===== config.mk =====
export PLATFORM = sky130hd
export DESIGN_NAME = pfwc_host
export DESIGN_NICKNAME = d
export VERILOG_FILES = /design/src/logic/pfwc_host.v /design/src/logic/pfwc_cycle_timer.v
export VERILOG_INCLUDE_DIRS = /design/src /design/src/logic
export SDC_FILE = /design/constraint.sdc
export NUM_CORES = 1
export LEC_CHECK = 0
export ABC_CLOCK_PERIOD_IN_PS = 3000
export BUFFER_PORTS_ARGS = -buffer_cell sky130_fd_sc_hd__buf_4
export CORE_ASPECT_RATIO = 2
export CORE_MARGIN = 3
export CORE_UTILIZATION = 55
export CTS_CLUSTER_SIZE = 16
export DETAILED_ROUTE_END_ITERATION = 6
export PLACE_DENSITY = 0.76
export RECOVER_POWER = 50
export SYNTH_ARGS = -nofsm -noshare
export SYNTH_HDL_FRONTEND = slang
export SYNTH_HIERARCHICAL = 1
export SYNTH_SLANG_ARGS = --single-unit

===== constraint.sdc =====
create_clock -name clk_i -period 3 [get_ports clk_i]
set_clock_uncertainty 0.1 [all_clocks]
set_input_delay 0.6 -clock clk_i [delete_from_list [all_inputs] [get_ports clk_i]]
set_output_delay 0.6 -clock clk_i [all_outputs]
set_load 0.005 [all_outputs]

===== src/logic/pfwc_defines.vh =====
// constants for the paged flash host controller
// assumes a 40 MHz controller clock; times below are in ns, us or ms
`ifndef PFWC_DEFINES_VH
`define PFWC_DEFINES_VH
`define PFWC_CLK_NS 25
// byte loads: strobe low and high phases; pulse kept well above the noise filter
`define PFWC_GLITCH_NS 15
`define PFWC_WP_NS 100
`define PFWC_WPH_NS 50
`define PFWC_SETUP_NS 25
// load window; host waits twice the gap constant, past the window, before polling
`define PFWC_LOAD_WIN_US 150
`define PFWC_LOAD_GAP_US 100
`define PFWC_PWRUP_MS 5
`define PFWC_RD_NS 200
// write lock and erase command codes
`define PFWC_CMD_A0 15'h5555
`define PFWC_CMD_A1 15'h2AAA
`define PFWC_CMD_D0 8'hAA
`define PFWC_CMD_D1 8'h55
`define PFWC_CMD_EN 8'hA0
`define PFWC_CMD_DIS 8'h20
`define PFWC_CMD_ER 8'h10
`define PFWC_CMD_ER_PRE 8'h80
`define PFWC_PAGE_BYTES 64
`define PFWC_POLL_BIT 7
`define PFWC_TOG_BIT 6
`endif


===== src/logic/pfwc_host.v =====
// host controller that drives a paged parallel flash over its pins
// assumes one 40 MHz clock and flash pins synchronous to it
// Summary of operation
// reads: select and output enable low, write strobe high, flash drives data
// flash floats data while select or output enable is high
// byte load: write strobe pulsed low, select low, output enable high
// flash latches address on later falling strobe edge; address set before it
// flash latches data on first rising edge; data held through it
// programming is by whole 64-byte pages
// host loads every byte of a page it changes
// next load starts within 150 us of previous rising edge
// flash programs after 150 us without a new falling edge
// page bits valid at each falling edge; byte order free
// during program cycle reads return polling status
// write lock enabled by three timed command loads
// with lock on, each page program is preceded by the three commands
// lock is nonvolatile until the disable sequence
// lock is off as delivered
// locked write without prefix only starts timer, stores nothing
// no program while output enable low, select or strobe high
// strobe pulses under 15 ns ignored
// programming blocked for 5 ms after power up
// while busy, reading last byte returns inverted bit 7
// while busy, toggle bit flips on each read
// whole-array erase by a six byte command
// program cycle time is a parameter; polling follows it
`timescale 1ns/1ps
`include "pfwc_defines.vh"
module pfwc_host #(
    parameter PWRUP_CYC = (`PFWC_PWRUP_MS * 1000000) / `PFWC_CLK_NS,
    parameter POLL_LIMIT = 16'd40000
) (
    input wire clk_i,
    input wire arst_n_i,
    // command port
    input wire cmd_valid_i,
    input wire [1:0] cmd_op_i,
    input wire [14:0] cmd_addr_i,
    input wire cmd_lock_i,
    input wire [7:0] wr_data_i,
    output reg wr_next_o,
    output reg cmd_ready_o,
    output reg done_o,
    output reg timeout_o,
    output reg [7:0] rd_data_o,
    // flash pins
    output reg chip_select_n_o,
    output reg output_enable_n_o,
    output reg write_strobe_n_o,
    output reg [14:0] addr_o,
    output reg [7:0] data_o,
    output reg data_oe_o,
    input wire [7:0] data_i
);
    localparam OP_READ = 2'd0;
    localparam OP_PAGE = 2'd1;
    localparam OP_LOCK = 2'd2;
    localparam OP_ERASE = 2'd3;
    localparam S_PWR = 4'd0;
    localparam S_IDLE = 4'd1;
    localparam S_SETUP = 4'd2;
    localparam S_WLOW = 4'd3;
    localparam S_WHIGH = 4'd4;
    localparam S_RD = 4'd5;
    localparam S_RDEND = 4'd6;
    localparam S_POLL = 4'd7;
    localparam S_POLLEND = 4'd8;
    localparam S_FIN = 4'd9;

    function [23:0] ns2cyc;
        input integer ns;
        integer cyc;
        begin
            cyc = (ns + `PFWC_CLK_NS - 1) / `PFWC_CLK_NS;
            ns2cyc = cyc[23:0];
        end
    endfunction

    localparam [31:0] WP_CYC = (`PFWC_WP_NS + `PFWC_CLK_NS - 1) / `PFWC_CLK_NS;
    localparam [31:0] GAP_CYC = (`PFWC_LOAD_GAP_US * 1000) / `PFWC_CLK_NS;
    localparam [31:0] PWRUP_W = PWRUP_CYC;

    // command byte table: 3-byte prefix, or 6-byte erase or lock off
    function [22:0] seq_entry;
        input [1:0] op;
        input [2:0] idx;
        input lock;
        begin
            case (idx)
                3'd0: seq_entry = {`PFWC_CMD_A0, `PFWC_CMD_D0};
                3'd1: seq_entry = {`PFWC_CMD_A1, `PFWC_CMD_D1};
                3'd2: seq_entry = {`PFWC_CMD_A0, (op == OP_ERASE) ? `PFWC_CMD_ER_PRE :
                    ((op == OP_LOCK && !lock) ? `PFWC_CMD_ER_PRE : `PFWC_CMD_EN)};
                3'd3: seq_entry = {`PFWC_CMD_A0, `PFWC_CMD_D0};
                3'd4: seq_entry = {`PFWC_CMD_A1, `PFWC_CMD_D1};
                default: seq_entry = {`PFWC_CMD_A0,
                    (op == OP_ERASE) ? `PFWC_CMD_ER : `PFWC_CMD_DIS};
            endcase
        end
    endfunction

    reg [3:0] state_q;
    reg [1:0] op_q;
    reg lock_q;
    reg [14:0] base_q;
    reg [2:0] pre_len_q;
    reg [2:0] pre_idx_q;
    reg [6:0] byte_q;
    reg [7:0] last_q;
    reg [15:0] polls_q;
    reg [7:0] prev_q;
    reg t_load;
    reg [23:0] t_cnt;
    wire t_busy;
    wire t_done;
    wire [22:0] ent = seq_entry(op_q, pre_idx_q, lock_q);
    wire in_pre = pre_idx_q < pre_len_q;

    pfwc_cycle_timer #(.W(24)) u_tmr (
        .clk_i(clk_i),
        .arst_n_i(arst_n_i),
        .load_i(t_load),
        .count_i(t_cnt),
        .busy_o(t_busy),
        .done_o(t_done)
    );

    always @(posedge clk_i or negedge arst_n_i)
    begin
        if (!arst_n_i)
        begin
            state_q <= S_PWR;
            op_q <= OP_READ;
            lock_q <= 1'b0;
            base_q <= 15'h0000;
            pre_len_q <= 3'd0;
            pre_idx_q <= 3'd0;
            byte_q <= 7'd0;
            last_q <= 8'h00;
            polls_q <= 16'h0000;
            prev_q <= 8'h00;
            t_load <= 1'b0;
            t_cnt <= 24'h000000;
            wr_next_o <= 1'b0;
            cmd_ready_o <= 1'b0;
            done_o <= 1'b0;
            timeout_o <= 1'b0;
            rd_data_o <= 8'h00;
            chip_select_n_o <= 1'b1;
            output_enable_n_o <= 1'b1;
            write_strobe_n_o <= 1'b1;
            addr_o <= 15'h0000;
            data_o <= 8'h00;
            data_oe_o <= 1'b0;
        end
        else
        begin
            t_load <= 1'b0;
            wr_next_o <= 1'b0;
            done_o <= 1'b0;
            case (state_q)
                S_PWR:
                begin
                    if (!t_busy && !t_done && !t_load)
                    begin
                        // hold off all loads for the power-on delay
                        t_cnt <= PWRUP_W[23:0];
                        t_load <= 1'b1;
                    end
                    if (t_done)
                    begin
                        state_q <= S_IDLE;
                        cmd_ready_o <= 1'b1;
                    end
                end
                S_IDLE:
                begin
                    if (cmd_valid_i)
                    begin
                        cmd_ready_o <= 1'b0;
                        timeout_o <= 1'b0;
                        op_q <= cmd_op_i;
                        lock_q <= cmd_lock_i;
                        // page bits only; byte index is counted
                        base_q <= {cmd_addr_i[14:6], 6'h00};
                        pre_idx_q <= 3'd0;
                        byte_q <= 7'd0;
                        polls_q <= 16'h0000;
                        chip_select_n_o <= 1'b0;
                        // prefix when locked; lock on = 3, off = 6, erase = 6
                        if (cmd_op_i == OP_READ)
                            pre_len_q <= 3'd0;
                        else if (cmd_op_i == OP_PAGE)
                            pre_len_q <= cmd_lock_i ? 3'd3 : 3'd0;
                        else if (cmd_op_i == OP_LOCK && cmd_lock_i)
                            pre_len_q <= 3'd3;
                        else
                            pre_len_q <= 3'd6;
                        if (cmd_op_i == OP_READ)
                        begin
                            addr_o <= cmd_addr_i;
                            output_enable_n_o <= 1'b0;
                            data_oe_o <= 1'b0;
                            t_cnt <= ns2cyc(`PFWC_RD_NS);
                            t_load <= 1'b1;
                            state_q <= S_RD;
                        end
                        else
                        begin
                            output_enable_n_o <= 1'b1;
                            t_cnt <= ns2cyc(`PFWC_SETUP_NS);
                            t_load <= 1'b1;
                            state_q <= S_SETUP;
                        end
                    end
                end
                S_SETUP:
                begin
                    // address and data placed before the falling edge
                    if (in_pre)
                    begin
                        addr_o <= ent[22:8];
                        data_o <= ent[7:0];
                    end
                    else
                    begin
                        addr_o <= base_q | {9'h000, byte_q[5:0]};
                        data_o <= wr_data_i;
                    end
                    data_oe_o <= 1'b1;
                    if (t_done)
                    begin
                        if (!in_pre)
                        begin
                            wr_next_o <= 1'b1;
                            last_q <= wr_data_i;
                        end
                        write_strobe_n_o <= 1'b0;
                        t_cnt <= WP_CYC[23:0];
                        t_load <= 1'b1;
                        state_q <= S_WLOW;
                    end
                end
                S_WLOW:
                begin
                    if (t_done)
                    begin
                        // data stays driven across the rising edge
                        write_strobe_n_o <= 1'b1;
                        if (in_pre)
                            pre_idx_q <= pre_idx_q + 3'd1;
                        else
                            byte_q <= byte_q + 7'd1;
                        t_cnt <= ns2cyc(`PFWC_WPH_NS);
                        t_load <= 1'b1;
                        state_q <= S_WHIGH;
                    end
                end
                S_WHIGH:
                begin
                    if (t_done)
                    begin
                        data_oe_o <= 1'b0;
                        if (in_pre || (op_q == OP_PAGE &&
                            byte_q != `PFWC_PAGE_BYTES)) // see R6
                        begin
                            t_cnt <= ns2cyc(`PFWC_SETUP_NS);
                            t_load <= 1'b1;
                            state_q <= S_SETUP;
                        end
                        else
                        begin
                            // wait out the load window before polling
                            chip_select_n_o <= 1'b1;
                            t_cnt <= GAP_CYC[23:0] + GAP_CYC[23:0];
                            t_load <= 1'b1;
                            state_q <= S_POLL;
                        end
                    end
                end
                S_RD:
                begin
                    if (t_done)
                    begin
                        rd_data_o <= data_i;
                        // keep the previous poll so the toggle bit can be compared
                        prev_q <= rd_data_o;
                        output_enable_n_o <= 1'b1;
                        t_cnt <= ns2cyc(`PFWC_SETUP_NS);
                        t_load <= 1'b1;
                        state_q <= (op_q == OP_READ) ? S_RDEND : S_POLLEND;
                    end
                end
                S_RDEND:
                begin
                    if (t_done)
                    begin
                        chip_select_n_o <= 1'b1;
                        state_q <= S_FIN;
                    end
                end
                S_POLL:
                begin
                    if (t_done)
                    begin
                        // poll the last loaded location
                        chip_select_n_o <= 1'b0;
                        output_enable_n_o <= 1'b0;
                        if (op_q == OP_PAGE)
                            addr_o <= base_q | {9'h000, (byte_q[5:0] - 6'd1)};
                        t_cnt <= ns2cyc(`PFWC_RD_NS);
                        t_load <= 1'b1;
                        polls_q <= polls_q + 16'h0001;
                        state_q <= S_RD;
                    end
                end
                S_POLLEND:
                begin
                    if (t_done)
                    begin
                        chip_select_n_o <= 1'b1;
                        // done when toggle bit steady on two reads and, for a page with cmd_lock_i unchanged, bit 7 matching the last loaded byte
                        if (polls_q > 16'h0001 &&
                            prev_q[`PFWC_TOG_BIT] == rd_data_o[`PFWC_TOG_BIT] &&
                            (op_q != OP_PAGE || lock_q != cmd_lock_i ||
                            rd_data_o[`PFWC_POLL_BIT] == last_q[`PFWC_POLL_BIT]))
                            state_q <= S_FIN; // see R20 see R21
                        else if (polls_q >= POLL_LIMIT)
                        begin
                            timeout_o <= 1'b1;
                            state_q <= S_FIN;
                        end
                        else
                        begin
                            t_cnt <= ns2cyc(`PFWC_SETUP_NS);
                            t_load <= 1'b1;
                            state_q <= S_POLL;
                        end
                    end
                end
                S_FIN:
                begin
                    // lock state in the flash persists; host only reports
                    done_o <= 1'b1; // see R14 see R15
                    cmd_ready_o <= 1'b1;
                    state_q <= S_IDLE;
                end
                default:
                    state_q <= S_IDLE;
            endcase
        end
    end
endmodule // pfwc_host


===== src/logic/pfwc_cycle_timer.v =====
// one-shot cycle counter used for strobe phases and waits
// assumes load_i is a one-cycle pulse; done_o pulses when the count ends
`timescale 1ns/1ps
module pfwc_cycle_timer #(
    parameter W = 24
) (
    input wire clk_i,
    input wire arst_n_i,
    input wire load_i,
    input wire [W-1:0] count_i,
    output reg busy_o,
    output reg done_o
);
    reg [W-1:0] cnt_q;
    always @(posedge clk_i or negedge arst_n_i)
    begin
        if (!arst_n_i)
        begin
            cnt_q <= {W{1'b0}};
            busy_o <= 1'b0;
            done_o <= 1'b0;
        end
        else
        begin
            done_o <= 1'b0;
            if (load_i)
            begin
                cnt_q <= count_i;
                busy_o <= 1'b1;
            end
            else if (busy_o)
            begin
                if (cnt_q <= {{(W-1){1'b0}}, 1'b1})
                begin
                    busy_o <= 1'b0;
                    done_o <= 1'b1;
                end
                else
                    cnt_q <= cnt_q - {{(W-1){1'b0}}, 1'b1};
            end
        end
    end
endmodule // pfwc_cycle_timer


==> metrics <==
post-synth top area share=0.438; slowest stage delay, CP=0.58 ns; Post-synth EDFFs=0; vias in the first global route=6,207; status=finished with violations; Max clock buf depth=2; async set-reset flop share out of synthesis=1.00; type of the worst min-delay path=input pin to flop; CTS Sinks=120; CTS tree=done; largest net degree at the start of global routing=78; Setup-failing EPs final=0; die area=13,600 um2; dpl hpwl=12.9 mm; RSZ-0062 raised after global routing=no; clk slew on worst S/H paths=0.06 ns; crit-path cells=or4_4 -> or4_1 -> o32ai_4 -> buf_4 -> nor2_1 -> o22a_1; Routed WL=17.5 mm; Post-CTS Setup Bufs=0; area growth from synthesis to layout=20.4%; grt total ovfl=0; CP max FO=17; DRT Pass-1 Iters=5; Final Total Pwr=8.04 mW; Least-Margin Pin Slew=2.33 ns; post-CTS sizing=0; FF+latch count, synth=120; Lkg Pwr=3.55 nW; Initial DRC Count=371; Post-Syn Area=6690 um2; first-pass GRT wire length=29.3 mm; WL per Instance=17.1 um; Main synth FF type=dfrtp_1; Slew Viols, Final=122; Sequential Power Share=0.334; Yosys cell types=69; internal power=4.75 mW; core area=11,800 um2; std cell rows=56; Die Y=162 um; max-cap viol count=2; Clock Tree Root=clkbuf_16; syn avg cell area=8.69 um2; Crit Path Category=flop to flop; port buffer count=75; Peak Freq=377 MHz; Die Wd=84.0 um; pwr dens=998 nW/um2; Logic pwr share=0.426; Final Hold Fails=0; Skew-Pair Late Insertion Delay=0.41 ns; Synth area leaders=dfrtp_1 (44%), nand2_1 (5.4%), nor2_1 (5.3%), o21ai_0 (4.7%), a21oi_1 (4.1%); slowest library cell on the worst path=or4_4; CTS H-tree depth=4; Sw Ratio=0.409; hold_ws=0.288 ns; sequential area share after synthesis=0.450; drt via density=5.93; WP data required=3.19 ns; Total Nets Final=913; number of fillers in the final layout=926; DRC=0; Starting Density=0.565; Ports=76; minimum clock period=2.65 ns; # hold bufs at CTS=0; via count=6,045; YS warnings=6; final worst-path cycle share=0.885; Psw=3.29 mW; Peak VDD IR=0.609 mV; layout cell share with drive strength beyond 1=0.185; Clk network pwr share=0.241; final core occ=0.680; failing checks=capacitance limit, slew limit; Placer Congestion=0.938; Worst setup SP type=flop; Antenna Violating Nets Remaining=0; GRT Total Usage=0.267; ANT cells=0; final setup TNS=0 ns; CTS buffer count=17; Slew headroom=-0.553; cell taking the most area after synthesis=dfrtp_1; Worst setup EP type=flop; crit path DAT=2.85 ns; Gate Count Post-Synth=770; initial antenna violation count=0
## worst paths after layout
kind	start	to	cells after the start	slack, ns
setup / recovery	u_tmr/cnt_q[16]$_DFFE_PN0P_	u_tmr/cnt_q[6]$_DFFE_PN0P_	6	0.35
min in group asynchronous	arst_n_i	data_o[1]$_DFFE_PN0P_	2	0.71
max in group asynchronous	arst_n_i	polls_q[9]$_DFFE_PN0P_	2	0.55
setup reg to reg	u_tmr/cnt_q[16]$_DFFE_PN0P_	u_tmr/cnt_q[6]$_DFFE_PN0P_	6	0.35
hold / removal	cmd_addr_i[7]	base_q[7]$_DFFE_PN0P_	3	0.29
hold reg to reg	base_q[12]$_DFFE_PN0P_	base_q[12]$_DFFE_PN0P_	2	0.37
## placed cells by master, fill, tap and decap left out, drive strengths merged, types with 16 or more instances in the layout
cell type  count
dfrtp        117
nand2         97
nor2          96
buf           80
o21ai         65
a21oi         55
clkbuf        40
nor3          30
nand3         24
inv           24
nor4          16
## worst max-delay path, delay by kind of cell (launching register included)
| kind | cells | cell delay, ns |
|---|---|---|
| AOI/OAI and AO/OA | 2 | 0.53 |
| and+or+nand+nor | 3 | 1.20 |
| DFF | 1 | 0.43 |
| buffers and inverters | 1 | 0.27 |
## area by class of cell
type                    instances  area, um2  area share
multi-input cells             598       3460       0.429
flip-flops and latches        120       3010       0.373
repair buffers                101        748      0.0929
clock buffers                  19        453      0.0562
well taps                     145        181      0.0225
clock inverters                13        123      0.0152
inverters                      23       86.3      0.0107
## per-stage QoR
stage	area [um2]	setup WS, ns	std cells
finish	8060	0.345	1019
global route	8060	0.143	1019
CTS	8080	0.348	1019
detailed placement	7500	0.369	987
global placement	7500	0.400	987
floorplan	6730	0.491	781
## logic make-up after synthesis
logic type,synth area share
AO/OA/AOI/OAI,0.192
flip-flops,0.450
adder cells (fa/ha/maj),0.0281
other,0.000561
buffers and inverters,0.0397
XOR/XNOR,0.0275
multiplexers,0.0283
AND/OR/NAND/NOR,0.234
## power groups by stage
stage / logic, mW / registers (mW) / clock network [mW]
2_1_floorplan: 2.35 / 2.52 / 0
3_3_place_gp: 3.31 / 2.66 / 0
3_5_place_dp: 3.40 / 2.70 / 0
4_1_cts: 3.43 / 2.68 / 1.97
5_1_grt: 3.84 / 2.76 / 2.03
6_report: 3.43 / 2.68 / 1.93
## routing by layer
layer	global-route usage	vias up	part of all wire
li1	-	2924	-
met1	0.280	2911	0.36
met2	0.497	162	0.56
met3	0.0462	48	0.035
met4	0.144	0	0.043
met5	0	-	0
## registers in the layout (all words and copies together) (netlist names), 2 cells and up
name         cells
addr_o          15
base_q           9
byte_q           7
data_o           8
op_q             2
polls_q         16
pre_idx_q        3
pre_len_q        3
rd_data_o        8
state_q          4
t_cnt            7
u_tmr/cnt_q     24
## cells in the mapped netlist, types with 13 or more instances
cell type  number
nand2_1        97
dfrtp_1       117
a21oi_1        55
mux2_2         15
xnor2_1        13
nand3_1        24
nor2_1         95
nor4_1         16
o21ai_0        63
nor3_1         28
clkbuf_1       23
inv_1          22
ha_1           15
No activity file was read; power rests on OpenSTA's default activity.
